==> src/shared/gpwm_defines.svh <==
`ifndef GPWM_DEFINES_SVH
`define GPWM_DEFINES_SVH

// packet layout
`define GPWM_SHIFT_W      32
`define GPWM_LATCH_W      24
`define GPWM_LEVEL_W      8
`define GPWM_CMD_LSB      24
`define GPWM_CH0_LSB      0
`define GPWM_CH1_LSB      8
`define GPWM_CH2_LSB      16
`define GPWM_WRITE_CMD    8'h3A

// reset values
`define GPWM_SHIFT_RST    32'h0000_0000
`define GPWM_LATCH_RST    24'h00_0000

// counter reaches the largest turn-off count (1902)
`define GPWM_CNT_W        11

// gamma segments: start level of the x4 and x8 slopes
`define GPWM_SEG_X4_START 8'h08
`define GPWM_SEG_X8_START 8'h20
// last on-count offsets: 2v-1, 4v-15, 8v-139
`define GPWM_SEG_X2_OFS   11'h001
`define GPWM_SEG_X4_OFS   11'h00F
`define GPWM_SEG_X8_OFS   11'h08B

`endif

==> src/shared/gpwm_pkg.sv <==
package gpwm_pkg;
   typedef logic [7:0]  gpwm_level_t;
   typedef logic [10:0] gpwm_count_t;
   typedef logic [31:0] gpwm_shift_t;
   typedef logic [23:0] gpwm_latch_t;
endpackage

==> src/logic/gpwm_gamma.sv <==
`timescale 1ns/10ps
`include "gpwm_defines.svh"

module gpwm_gamma (
   input  wire gpwm_pkg::gpwm_level_t level_i,
   output gpwm_pkg::gpwm_count_t      last_on_o
);
   gpwm_pkg::gpwm_count_t lvl_w;

   assign lvl_w = {3'h0, level_i};

   // last count at which the channel is still on; level 0 is gated off elsewhere
   always_comb begin
      if (level_i == 8'h00) begin
         last_on_o = 11'h000;
      end else if (level_i < `GPWM_SEG_X4_START) begin
         last_on_o = (lvl_w << 1) - `GPWM_SEG_X2_OFS;
      end else if (level_i < `GPWM_SEG_X8_START) begin
         last_on_o = (lvl_w << 2) - `GPWM_SEG_X4_OFS;
      end else begin
         last_on_o = (lvl_w << 3) - `GPWM_SEG_X8_OFS;
      end
   end
endmodule

==> src/logic/gpwm_core.sv <==
`timescale 1ns/10ps
`include "gpwm_defines.svh"

// Overview of operation
// - each of three channels holds an eight-bit level, 256 steps
// - brightness counter advances once per reference clock rising edge
// - at count one all nonzero channels switch on; zero channels stay off
// - channel stays on while count is at or below its threshold
// - a latch write clears the counter and forces every output off
// - counting restarts on the next reference edge with the new levels
// - threshold follows a piecewise gamma curve: 1->1, 8->17, 255->1901
// - outputs stay off after power-up until nonzero levels are latched
// - a 32-bit shift register feeds a separate 24-bit level latch
// - latch pulse copies low 24 bits only when top byte is 3Ah
// - bits 0-7 channel zero, 8-15 channel one, 16-23 channel two
// - latch pulse comes in on its own input, latch_update_sequence_i
module gpwm_core #(
   parameter int CNT_W = `GPWM_CNT_W
) (
   input  wire logic        clk_i,
   input  wire logic        nrst_i,
   input  wire logic        brightness_ref_clock_i,
   input  wire logic        serial_bit_i,
   input  wire logic        serial_bit_valid_i,
   input  wire logic        latch_update_sequence_i,
   output logic [2:0]       led_sink_output_o,
   output logic [7:0]       channel_zero_level_o,
   output logic [7:0]       channel_one_level_o,
   output logic [7:0]       channel_two_level_o,
   output logic [7:0]       packet_command_byte_o
);
   gpwm_pkg::gpwm_shift_t shift_ff;
   gpwm_pkg::gpwm_shift_t nxt_shift;
   gpwm_pkg::gpwm_latch_t latch_ff;
   gpwm_pkg::gpwm_latch_t nxt_latch;
   logic [CNT_W-1:0]      cnt_ff;
   logic [CNT_W-1:0]      nxt_cnt;
   logic [2:0]            led_ff;
   logic [2:0]            nxt_led;
   logic                  ref_prev_ff;
   logic                  nxt_ref_prev;
   logic                  ref_rise;
   logic                  write_ok;
   gpwm_pkg::gpwm_level_t lvl      [3];
   gpwm_pkg::gpwm_level_t nxt_lvl  [3];
   gpwm_pkg::gpwm_count_t last_on  [3];

   assign ref_rise = brightness_ref_clock_i & ~ref_prev_ff;
   assign write_ok = latch_update_sequence_i
                     & (shift_ff[`GPWM_SHIFT_W-1:`GPWM_CMD_LSB] == `GPWM_WRITE_CMD);

   assign lvl[0]     = latch_ff[`GPWM_CH0_LSB +: `GPWM_LEVEL_W];
   assign lvl[1]     = latch_ff[`GPWM_CH1_LSB +: `GPWM_LEVEL_W];
   assign lvl[2]     = latch_ff[`GPWM_CH2_LSB +: `GPWM_LEVEL_W];
   assign nxt_lvl[0] = nxt_latch[`GPWM_CH0_LSB +: `GPWM_LEVEL_W];
   assign nxt_lvl[1] = nxt_latch[`GPWM_CH1_LSB +: `GPWM_LEVEL_W];
   assign nxt_lvl[2] = nxt_latch[`GPWM_CH2_LSB +: `GPWM_LEVEL_W];

   // thresholds follow the new levels so the first period after a write is right
   for (genvar g = 0; g < 3; g++) begin : g_gamma
      gpwm_gamma u_gamma (
         .level_i   (nxt_lvl[g]),
         .last_on_o (last_on[g])
      );
   end

   // shift register and level latch
   always_comb begin
      nxt_shift = shift_ff;
      nxt_latch = latch_ff;
      if (serial_bit_valid_i) begin
         nxt_shift = {shift_ff[`GPWM_SHIFT_W-2:0], serial_bit_i};
      end
      if (write_ok) begin
         nxt_latch = shift_ff[`GPWM_LATCH_W-1:0];
      end
   end

   always_ff @(posedge clk_i or negedge nrst_i) begin
      if (!nrst_i) begin
         shift_ff <= `GPWM_SHIFT_RST;
         latch_ff <= `GPWM_LATCH_RST;
      end else begin
         shift_ff <= nxt_shift;
         latch_ff <= nxt_latch;
      end
   end

   // brightness counter; the reference clock is sampled, so it must stay at or below clk_i/2
   always_comb begin
      nxt_ref_prev = brightness_ref_clock_i;
      nxt_cnt      = cnt_ff;
      if (write_ok) begin
         nxt_cnt = '0;
      end else if (ref_rise) begin
         nxt_cnt = cnt_ff + 1'b1;
      end
   end

   // outputs as a level of the next count: on in 1..threshold, never for level 0
   always_comb begin
      nxt_led = 3'h0;
      for (int i = 0; i < 3; i++) begin
         if (!write_ok && nxt_lvl[i] != 8'h00 && nxt_cnt != '0
             && gpwm_pkg::gpwm_count_t'(nxt_cnt) <= last_on[i]) begin
            nxt_led[i] = 1'b1;
         end
      end
   end

   always_ff @(posedge clk_i or negedge nrst_i) begin
      if (!nrst_i) begin
         ref_prev_ff <= 1'b0;
         cnt_ff      <= '0;
         led_ff      <= 3'h0;
      end else begin
         ref_prev_ff <= nxt_ref_prev;
         cnt_ff      <= nxt_cnt;
         led_ff      <= nxt_led;
      end
   end

   assign led_sink_output_o     = led_ff;
   assign channel_zero_level_o  = lvl[0];
   assign channel_one_level_o   = lvl[1];
   assign channel_two_level_o   = lvl[2];
   assign packet_command_byte_o = shift_ff[`GPWM_SHIFT_W-1:`GPWM_CMD_LSB];

   // checks
   gpwm_pkg::gpwm_count_t last_on_ff [3];

   always_ff @(posedge clk_i or negedge nrst_i) begin
      if (!nrst_i) begin
         last_on_ff <= '{default: 11'h000};
      end else begin
         last_on_ff <= last_on;
      end
   end

   property p_zero_off;
      @(posedge clk_i) disable iff (!nrst_i)
      (lvl[0] == 8'h00) |-> !led_ff[0];
   endproperty
   a_zero_off: assert property (p_zero_off) else $error("zero level channel lit");

   property p_on_at_one;
      @(posedge clk_i) disable iff (!nrst_i)
      (cnt_ff == CNT_W'(1) && lvl[1] != 8'h00) |-> led_ff[1];
   endproperty
   a_on_at_one: assert property (p_on_at_one) else $error("channel dark at count one");

   property p_off_above;
      @(posedge clk_i) disable iff (!nrst_i)
      (gpwm_pkg::gpwm_count_t'(cnt_ff) > last_on_ff[2]) |-> !led_ff[2];
   endproperty
   a_off_above: assert property (p_off_above) else $error("channel lit above threshold");

   property p_write_clears;
      @(posedge clk_i) disable iff (!nrst_i)
      write_ok |=> (cnt_ff == 0 && led_ff == 3'h0 && latch_ff == $past(shift_ff[23:0]));
   endproperty
   a_write_clears: assert property (p_write_clears) else $error("latch write not applied");

   property p_bad_cmd;
      @(posedge clk_i) disable iff (!nrst_i)
      (latch_update_sequence_i && !write_ok) |=> $stable(latch_ff);
   endproperty
   a_bad_cmd: assert property (p_bad_cmd) else $error("latch took bad command");

   property p_count_step;
      @(posedge clk_i) disable iff (!nrst_i)
      (ref_rise && !write_ok) |=> cnt_ff == CNT_W'($past(cnt_ff) + 1'b1);
   endproperty
   a_count_step: assert property (p_count_step) else $error("counter missed a step");

   property p_count_hold;
      @(posedge clk_i) disable iff (!nrst_i)
      (!ref_rise && !write_ok) |=> $stable(cnt_ff);
   endproperty
   a_count_hold: assert property (p_count_hold) else $error("counter moved without edge");

   property p_shift_msb;
      @(posedge clk_i) disable iff (!nrst_i)
      serial_bit_valid_i |=> shift_ff == {$past(shift_ff[30:0]), $past(serial_bit_i)};
   endproperty
   a_shift_msb: assert property (p_shift_msb) else $error("shift register wrong");

   property p_gamma_top;
      @(posedge clk_i) disable iff (!nrst_i)
      (lvl[0] == 8'hFF) |-> last_on_ff[0] == 11'h76D;
   endproperty
   a_gamma_top: assert property (p_gamma_top) else $error("gamma top point wrong");

   property p_gamma_knee;
      @(posedge clk_i) disable iff (!nrst_i)
      (lvl[1] == 8'h08) |-> last_on_ff[1] == 11'h011;
   endproperty
   a_gamma_knee: assert property (p_gamma_knee) else $error("gamma knee point wrong");

   property p_dark_blank;
      @(posedge clk_i) disable iff (!nrst_i)
      (latch_ff == `GPWM_LATCH_RST) |-> (led_ff == 3'h0);
   endproperty
   a_dark_blank: assert property (p_dark_blank) else $error("output lit with no levels");

   property p_wrap;
      @(posedge clk_i) disable iff (!nrst_i)
      (ref_rise && !write_ok && cnt_ff == '1) |=> (cnt_ff == '0);
   endproperty
   a_wrap: assert property (p_wrap) else $error("counter did not wrap");

   property p_ch_map;
      @(posedge clk_i) disable iff (!nrst_i)
      write_ok |=> (channel_zero_level_o == $past(shift_ff[7:0])
                    && channel_one_level_o == $past(shift_ff[15:8])
                    && channel_two_level_o == $past(shift_ff[23:16]));
   endproperty
   a_ch_map: assert property (p_ch_map) else $error("channel field misplaced");

   c_write:  cover property (@(posedge clk_i) disable iff (!nrst_i) write_ok);
   c_bad:    cover property (@(posedge clk_i) disable iff (!nrst_i)
                             latch_update_sequence_i && !write_ok);
   c_turnon: cover property (@(posedge clk_i) disable iff (!nrst_i) $rose(led_ff[0]));
   c_wrap:   cover property (@(posedge clk_i) disable iff (!nrst_i)
                             ref_rise && cnt_ff == '1);
endmodule

==> config.mk <==
export PLATFORM = sky130hd
export DESIGN_NAME = gpwm_core
export DESIGN_NICKNAME = d
export VERILOG_FILES = /design/src/shared/gpwm_pkg.sv /design/src/logic/gpwm_gamma.sv /design/src/logic/gpwm_core.sv
export VERILOG_INCLUDE_DIRS = /design/src /design/src/shared
export SDC_FILE = /design/constraint.sdc
export NUM_CORES = 1
export LEC_CHECK = 0
export ABC_AREA = 1
export BUFFER_PORTS_ARGS = -buffer_cell sky130_fd_sc_hd__buf_2
export CORE_MARGIN = 3
export CORE_UTILIZATION = 30
export DETAILED_ROUTE_END_ITERATION = 8
export PLACE_DENSITY_LB_ADDON = 0.08
export SYNTH_ARGS = -nofsm -noshare
export SYNTH_HDL_FRONTEND = slang
export SYNTH_SLANG_ARGS = --single-unit
==> constraint.sdc <==
create_clock -name clk_i -period 10.1 [get_ports clk_i]
set_input_delay 0.505 -clock clk_i [delete_from_list [all_inputs] [get_ports clk_i]]
set_output_delay 0.505 -clock clk_i [all_outputs]
set_load 0.03 [all_outputs]
# Word-level counts from Yosys, hierarchy flattened
# Index checks and enable logic that the tools add are counted.
[totals]
register_bits = 71
latchBits = 0
mem_bits_rw = 0
romBits = 0
in_bits = 6
out_inout_bits = 35
elab_cells = 60
mem_count = 0
[op_classes]
addsub = 10
multipliers = 0
n_div = 0
n_lt_le_gt_ge = 9
eq_ne = 1
n_shift = 0
muxes = 15
bitwise_logic = 3
n_reduce_logical = 17
[op_table]
columns = ["operator", "count"]
rows = [
  ["$mux W11", 11],
  ["$le A11 B11 Y1", 3],
  ["$sub A10 B4 Y11 const B", 3],
  ["$sub A11 B8 Y11 const B", 3],
  ["$sub A9 B1 Y10 const B", 3],
  ["$logic_not A8 Y1", 3],
  ["$lt A8 B4 Y1 const B", 3],
  ["$lt A8 B6 Y1 const B", 3],
  ["$mux W24", 1],
  ["$reduce_bool A8 Y1", 3],
  ["$add A11 B1 Y11 const B", 1],
  ["$reduce_bool A11 Y1", 1],
  ["$logic_and A1 B1 Y1", 9],
  ["$eq A8 B6 Y1 const B", 1],
  ["$mux W1", 3],
  ["$and A1 B1 Y1", 2],
  ["$logic_not A1 Y1", 1],
  ["$not A1 Y1", 1],
]

# Logic depth before layout (Yosys ltp)
# Gate-level depths: netlist of the first run.
[depth]
word_depth = 10
depth_mapped = 25
mapped_depth_nobuf = 23

# Cells and area by module
# From an unflattened synthesis of the first run, not the netlist that was laid out.
[hier_totals]
hier_cells = 797
hier_area_um2 = 5537.8
[modules_own_cells]
columns = ["module", "n_inst", "cells_each", "area_each_um2", "seq_area_each_um2"]
rows = [
  ["gpwm_core", 1, 548, 4137.7, 1776.7],
  ["gpwm_gamma", 3, 83, 466.7, 0.0],
]

# Least setup slack after synthesis of the first run
# No wires, ideal clock.
[synth_path]
kind = "in2reg"
startpoint = "input latch_update_sequence_i"
endpoint = "register led_ff[2] (netlist: led_sink_output_o[2])"
setup_time_ns = 0.071
arrival_ns = 3.174
required_time_ns = 10.029
path_slack_ns = 6.854
path_stages = 18
n_path_buf = 2
path_cell_list = "inv_1 nor3_4 nand3_2 buf_6 buf_2 o21ai_2 inv_1 ha_1 nand3_1 nand2_1 inv_2 o21ai_0 ha_1 nand2_1 or3_1 o31ai_1 nand2_1 nor2_1"
[synth_between]
elab_chain_len = 9
word_cells_on_any_way = 20
classes_between = "add/sub: 3; order compare: 3; mux: 6; bitwise: 1; reduce/logical: 7"
[synth_lines]
columns = ["element", "line", "text"]
rows = [
  ["from (decl)", "gpwm_core.sv:25", "input wire logic latch_update_sequence_i,"],
  ["$and A1 B1 Y1 (*)", "gpwm_core.sv:49", "assign write_ok = latch_update_sequence_i"],
  ["$mux W24 (*)", "gpwm_core.sv:74", "if (write_ok) begin"],
  ["via g_gamma[2].u_gamma.level_i[0]", "gpwm_gamma.sv:5", "input wire gpwm_pkg::gpwm_level_t level_i,"],
  ["$sub A11 B8 Y11 (no line) (tied with other cells)", "-", ""],
  ["$mux W11", "gpwm_gamma.sv:18", "end else if (level_i < `GPWM_SEG_X8_START) begin"],
  ["$mux W11", "gpwm_gamma.sv:16", "end else if (level_i < `GPWM_SEG_X4_START) begin"],
  ["$mux W11", "gpwm_gamma.sv:14", "if (level_i == 8'h00) begin"],
  ["$le A11 B11 Y1", "gpwm_core.sv:105", "&& gpwm_pkg::gpwm_count_t'(nxt_cnt) <= last_on[i]) begin"],
  ["$logic_and A1 B1 Y1 (*)", "gpwm_core.sv:105", ""],
  ["$mux W1 (*)", "gpwm_core.sv:104", "if (!write_ok && nxt_lvl[i] != 8'h00 && nxt_cnt != '0"],
  ["via nxt_led[2]", "gpwm_core.sv:39", "logic [2:0] nxt_led;"],
  ["to (signal assigned)", "gpwm_core.sv:119", "led_ff <= nxt_led;"],
  ["to (decl)", "gpwm_core.sv:38", "logic [2:0] led_ff;"],
]
# Mark *: on every way through the listed nets, which the timed path passes. The rest lies on a longest branch.
# A chain may end at the register's enable or synchronous reset.

# Final worst setup path of the first run
[layout_path]
startpoint = "register shift_ff[31]"
endpoint = "register led_ff[2] (netlist: led_sink_output_o[2])"
[layout_between]
elab_chain_len = 10
word_cells_on_any_way = 21
classes_between = "add/sub: 3; order compare: 3; eq/ne: 1; mux: 6; bitwise: 1; reduce/logical: 7"
[layout_lines]
columns = ["element", "line", "text"]
rows = [
  ["from (decl)", "gpwm_core.sv:32", "gpwm_pkg::gpwm_shift_t shift_ff;"],
  ["from (signal assigned)", "gpwm_core.sv:81", "shift_ff <= `GPWM_SHIFT_RST;"],
  ["from (signal assigned)", "gpwm_core.sv:84", "shift_ff <= nxt_shift;"],
  ["$eq A8 B6 Y1 (no line) (*)", "-", ""],
  ["$and A1 B1 Y1 (*)", "gpwm_core.sv:49", ""],
  ["$mux W24 (*)", "gpwm_core.sv:74", ""],
  ["via g_gamma[2].u_gamma.level_i[7]", "gpwm_gamma.sv:5", ""],
  ["$sub A11 B8 Y11 (no line) (tied with other cells)", "-", ""],
  ["$mux W11", "gpwm_gamma.sv:18", ""],
  ["$mux W11", "gpwm_gamma.sv:16", ""],
  ["$mux W11", "gpwm_gamma.sv:14", ""],
  ["$le A11 B11 Y1", "gpwm_core.sv:105", ""],
  ["$logic_and A1 B1 Y1 (*)", "gpwm_core.sv:105", ""],
  ["$mux W1 (*)", "gpwm_core.sv:104", ""],
  ["via nxt_led[2]", "gpwm_core.sv:39", ""],
]
# Marked as above.

==> flow_metrics.py, run 1 <==
metrics = {
    "outcome": {
        "status": "finished clean",
    },
    "timing": {
        "min_period_ns": 4.22,
        "clock_skew_ns": 0.00878,
        "hold_violations": 0,
        "slew_headroom_pct": 36.9,
        "setup_violations": 0,
        "fmax_mhz": 237,
        "worstMarginPinSlew_ns": 0.947,
        "final.setup.tns_ns": 0,
        "slew_violations": 0,
        "fin_ws_ns": 5.88,
        "fin_crit_sh_pct": 41.8,
        "rsz0062_at_grt": "no",
    },
    "drt": {
        "post_drt_wl_per_cell_um": 13.8,
        "drc": 0,
        "vias": 4267,
        "first_pass_iters": 5,
        "ant_nets": 0,
        "wirelength_um": 12700,
        "viasPerCell": 4.63,
        "first_iter_violations": 241,
    },
    "critical_path": {
        "cp.arrival_ns": 4.50,
        "cp_common_cell": "nand2_1",
        "required_ns": 10.38,
        "critical_path_class": "register to register",
        "critPathCaptureType": "register",
        "crit_fanout": 26,
        "critPathSlowestCell": "nand3_2",
        "critPathMaxStageDelay_ns": 0.64,
        "start_kind": "register",
        "worstPathCellList": "nor3_4 -> nand3_2 -> o21ai_1 -> nor2_1 -> nand2_1 -> nor2_1 -> nand3_1 -> nand2_1 -> inv_2 -> o21ai_0 -> ha_1 -> nand2_1 -> or3_1 -> o31ai_1 -> nand2_1 -> nor2_1",
    },
    "flow_run": {
        "maxCapViolations": 0,
    },
    "grt": {
        "grt_usage_pct": 14.9,
        "grt_pass1_vias": 4200,
        "antenna_found_initial": 0,
        "grt_start_max_net_pins": 72,
        "grt_pass1_wl_um": 21400,
        "grt-ovfl-total": 0,
    },
    "logic_synthesis": {
        "synthSimpleGateAreaFrac_pct": 28.0,
        "synthArstFlopShare_pct": 100,
        "synthTopCellsByCount": "nand2_1 (185), inv_1 (92), dfrtp_1 (71), nor2_1 (53), o21ai_0 (51)",
        "synth_xor_area_share_pct": 1.05,
        "synth_compound_area_share_pct": 13.3,
        "ys_warn_count": 0,
        "netlist_instances": 673,
        "synth-seq-cells": 71,
        "synth_top_family_by_area": "simple AND/OR/NAND/NOR gates",
        "seq_area_frac_synth_pct": 35.6,
        "yosysUniqueCellTypes": 35,
        "synth_most_common_cell": "nand2_1",
        "ys.flop_type": "dfrtp_1",
        "synth_area_um2": 4980,
        "yosys.area_share.adder_pct": 11.3,
        "synth_edf_count": 0,
        "syn_area_per_cell_um2": 7.41,
        "synth_largest_area_cell": "dfrtp_1",
        "syn-num-nets": 724,
        "synthMuxAreaShare_pct": 0.226,
        "netlist_top_cells_area": "dfrtp_1 (36%), nand2_1 (14%), ha_1 (11%)",
        "yosysTopAreaCellShare_pct": 35.6,
    },
    "die": {
        "die_area_um2": 18200,
        "die_width_um": 135,
        "ioPinCount": 41,
        "core_um2": 16100,
        "start_util_pct": 31.0,
        "die_h_um": 135,
        "row_count": 46,
    },
    "placement": {
        "dpl.hpwl_um": 9430,
        "numPortBuffers": 40,
        "gp_congestion": 0.819,
        "place_worst_setup_slack_ns": 5.69,
        "dp_cells": 906,
    },
    "clock_tree": {
        "hold_buffers": 0,
        "cts.sinks": 71,
        "cts_tree": "done",
        "cts-resized-gates": 0,
        "postCtsSetupBuffers": 0,
        "clock_latency_ns": 0.34,
        "clk_path_buf_depth": 2,
        "clk_pin_slew_worst_paths_ns": 0.06,
        "cts_inserted_buffers": 9,
        "htree_levels": 3,
        "cts-root-buf": "clkbuf_16",
    },
    "cells_and_area": {
        "diodes": 0,
        "syn_to_final_growth_pct": 13.5,
        "drive_gt1_share_pct": 13.3,
        "final_net_count": 752,
        "fillers": 1697,
        "stdcell_count": 922,
    },
    "power": {
        "power_leakage_nw": 2.83,
        "power_mw": 1.31,
        "peakVddDrop_v": 0.0000899,
        "powerDensity_nw_per_um2": 231,
    },
    "worst_hold_path": {
        "min_path_type": "input port to register",
    },
}
placed cells by master, fill, tap and decap left out, drive strengths merged, types with 4 or more instances in the layout:
cell type,netlist,layout
nand3,47,47
clkbuf,7,10
inv,97,98
xor2,6,6
nor3,6,6
a21oi,25,25
ha,45,45
o21ai,73,73
nand2,192,192
nand4,10,10
nor2,58,58
a22oi,4,4
dfrtp,71,71
buf,16,40
routing by layer:
| metal | GRT usage, % | wire length [um] | up-vias |
|---|---|---|---|
| li1 | - | - | 2228 |
| met3 | 2.98 | 448 | 13 |
| met1 | 20.4 | 6290 | 1961 |
| met4 | 4.75 | 205 | 0 |
| met2 | 23.8 | 5790 | 65 |
| met5 | 0 | 0 | - |
registers in the layout, summed over array words and instances, names as in the netlist:
name / flops
led_sink_output_o: 3
cnt_ff: 11
shift_ff: 32
latch_ff: 24
ref_prev_ff: 1
power by group:
group / switching (mW) / internal [mW] / total [mW]
clock network: 0.134 / 0.250 / 0.384
registers: 0.0415 / 0.338 / 0.380
logic: 0.360 / 0.182 / 0.543
total: 0.536 / 0.770 / 1.31
layout make-up:
cell class	count	area (um2)	share of cell area, %
repair buffers	40	203	3.58
flip-flops and latches	71	1780	31.4
clock buffers	10	239	4.22
well taps	216	270	4.78
clock inverters	6	116	2.06
inverters	97	364	6.44
multi-input cells	482	2690	47.5
through the flow:
stage	util (%)	instance area, um2	hold WS (ns)
2_1_floorplan	-	4980	0.209
3_3_place_gp	33.0	5300	0.471
3_5_place_dp	33.0	5300	0.473
4_1_cts	35.2	5660	0.269
5_1_grt	35.2	5660	0.276
6_report	35.2	5660	0.284
kinds of logic after synthesis:
kind of cell / count (synthesis)
adders and majority gates: 45
muxes: 1
xor gates and xnor gates: 6
and+or+nand+nor: 320
DFF: 71
buffers and inverters: 120
AOI/OAI and AO/OA: 110
worst max-delay path, delay by kind of cell (launching register included):
| kind | cells | cell delay [ns] |
|---|---|---|
| AO/OA/AOI/OAI | 3 | 0.88 |
| flip-flops | 1 | 0.41 |
| buffers and inverters | 1 | 0.09 |
| adder cells (fa/ha/maj) | 1 | 0.31 |
| AND/OR/NAND/NOR | 11 | 2.44 |
final timing paths:
check | slack (ns) | to | cells after the start | from
worst min register to register | 0.48 | shift_ff[9] | 2 | shift_ff[8]
min in group asynchronous | 0.31 | latch_ff[0] | 1 | nrst_i
max in group asynchronous | 9.19 | latch_ff[19] | 1 | nrst_i
worst min-delay path | 0.28 | ref_prev_ff | 1 | brightness_ref_clock_i
worst max-delay path | 5.88 | led_sink_output_o[2] | 16 | shift_ff[31]
worst max register to register | 5.88 | led_sink_output_o[2] | 16 | shift_ff[31]
Power figures use the tool's default switching activity.
==> run 2, diff against run 1 <==
clock period = 4.1 ns   (was 10.1 ns; I/O delays follow)
==> run 2 against run 1 <==
Net effect: clock skew down 0.0026 ns; clock power up 120%; critical path depth up 2; wire length down 2.1%; combinational power up 140%; sequential share of layout area about the same; sequential power up 150%; power up 140%; non-clock buffer count up 5; critical path type unchanged; highest routed layer unchanged.
==> flow_metrics.py, run 2 (synthesized netlist as in run 1, its figures left out) <==
metrics = {
    "timing": {
        "fmax_mhz": 275,
        "fin_crit_sh_pct": 88.7,
        "clock_skew_ns": 0.00623,
        "setup_violations": 0,
        "slew_violations": 0,
        "worstMarginPinSlew_ns": 0.954,
        "slew_headroom_pct": 36.4,
        "rsz0062_at_grt": "no",
        "hold_violations": 0,
        "min_period_ns": 3.64,
        "final.setup.tns_ns": 0,
    },
    "die": {
        "ioPinCount": 41,
        "die_h_um": 135,
        "start_util_pct": 31.0,
        "core_um2": 16100,
        "row_count": 46,
        "die_area_um2": 18200,
        "die_width_um": 135,
    },
    "cells_and_area": {
        "final_area_um2": 5670,
        "syn_to_final_growth_pct": 13.7,
        "reg_top3": "shift_ff: 32 flops, latch_ff: 24 flops, cnt_ff: 11 flops",
        "diodes": 0,
        "final_net_count": 757,
        "regMostFlops": "shift_ff",
        "largest_reg_flops": 32,
        "fillers": 1706,
        "drive_gt1_share_pct": 13.6,
        "final_common_cell": "nand2_1",
        "mostFrequentLayoutCells": "nand2_1 (185), inv_1 (92), dfrtp_1 (71), nor2_1 (53), o21ai_0 (51)",
    },
    "worst_hold_path": {
        "min_path_type": "input port to asynchronous set/reset pin",
    },
    "clock_tree": {
        "cts.sinks": 71,
        "cts_tree": "done",
        "clk_path_buf_depth": 2,
        "htree_levels": 3,
        "cts-resized-gates": 0,
        "cts-root-buf": "clkbuf_16",
        "clk_pin_slew_worst_paths_ns": 0.06,
        "clock_latency_ns": 0.34,
        "postCtsSetupBuffers": 0,
        "cts_inserted_buffers": 9,
    },
    "drt": {
        "wirelength_um": 12500,
        "drc": 0,
        "first_iter_violations": 366,
        "vias": 4253,
        "post_drt_wl_per_cell_um": 13.5,
        "first_pass_iters": 4,
        "ant_nets": 0,
        "viasPerCell": 4.59,
    },
    "outcome": {
        "status": "finished clean",
    },
    "critical_path": {
        "critPathSlowestCell": "dfrtp_1",
        "worstPathCellList": "nor3_4 -> nand3_2 -> buf_4 -> o21ai_1 -> inv_1 -> ha_1 -> nand2_1 -> nor2_1 -> nand2_4 -> o21ai_1 -> nand3b_1 -> ha_1 -> nand2_1 -> nor4_1 -> nand4_1 -> nand2_1 -> nand2_1 -> nor2_1",
        "start_kind": "register",
        "crit_fanout": 18,
        "cp_common_cell": "nand2_1",
        "required_ns": 4.35,
        "cp.arrival_ns": 3.89,
        "critical_path_class": "register to register",
        "critPathMaxStageDelay_ns": 0.43,
        "critPathCaptureType": "register",
    },
    "power": {
        "powerDensity_nw_per_um2": 548,
        "internal_power_mw": 1.84,
        "switching_power_mw": 1.27,
        "power_leakage_nw": 2.84,
        "clockPowerShare_pct": 27.4,
        "netSwitchingFraction_pct": 40.8,
        "peakVddDrop_v": 0.000265,
        "combPwrFrac_pct": 42.5,
        "pwr-share-seq_pct": 30.1,
    },
    "grt": {
        "grt_start_max_net_pins": 72,
        "grt_usage_pct": 14.6,
        "grt_pass1_vias": 4169,
        "grt-ovfl-total": 0,
        "grt_pass1_wl_um": 21100,
        "antenna_found_initial": 0,
    },
    "placement": {
        "numPortBuffers": 40,
        "dpl.hpwl_um": 9450,
        "place_area_um2": 5330,
        "gp_congestion": 0.863,
    },
    "flow_run": {
        "maxCapViolations": 0,
    },
}
run 2: power groups by stage:
stage | logic, mW | clock network, mW | registers, mW
5_1_grt | 1.54 | 0.909 | 0.954
2_1_floorplan | 0.946 | 0 | 0.994
6_report | 1.32 | 0.851 | 0.933
4_1_cts | 1.34 | 0.884 | 0.934
3_3_place_gp | 1.32 | 0 | 0.945
3_5_place_dp | 1.33 | 0 | 0.945
run 2: cell type report:
type,instances,area (um2),area share [%]
Clock buffer,11,243,4.28
Clock inverter,5,81.3,1.44
Inverter,97,364,6.43
Multi-Input combinational cell,482,2690,47.4
Sequential cell,71,1780,31.4
Tap cell,216,270,4.77
Timing Repair Buffer,45,243,4.28
run 2: worst paths after layout:
kind	from	endpoint	slack, ns	depth (start not counted)
min in group clk_i	serial_bit_i	shift_ff[0]	0.09	3
min reg2reg	shift_ff[4]	shift_ff[5]	0.48	2
max reg2reg	shift_ff[30]	led_sink_output_o[0]	0.46	18
max in group asynchronous	nrst_i	shift_ff[16]	3.46	1
min	nrst_i	shift_ff[7]	0.02	1
max	shift_ff[30]	led_sink_output_o[0]	0.46	18
run 2: per-stage QoR:
step                setup slack, ns  power [mW]  std cells  hold slack [ns]  util, %
finish                        0.461        3.10        927           0.0176     35.3
global route                 0.0200        3.40        927            0.102     35.3
detailed placement            0.469        2.27        910            0.331     33.2
floorplan                     0.931        1.94        673          -0.0906        -
CTS                           0.428        3.16        927           0.0564     35.3
global placement              0.401        2.27        910            0.331     33.2
run 2: worst max-delay path: cells and delay by family (launching register included):
family          cells  cell delay [ns]
fa+ha+maj           2             0.52
buf+inv             2             0.46
compound gates      2             0.34
simple gates       12             1.79
flops               1             0.43
run 2: per-layer routing:
metal	routed length [um]	GRT usage [%]
met1	6350	20.2
met2	5550	23.1
met3	431	3.13
met4	150	3.90
met5	0	0
run 2: repair_timing:
item,4_1_cts,5_1_grt
hold endpoints to repair,1,0
hold buffers,1,0
endpoints found under the setup margin,0,0
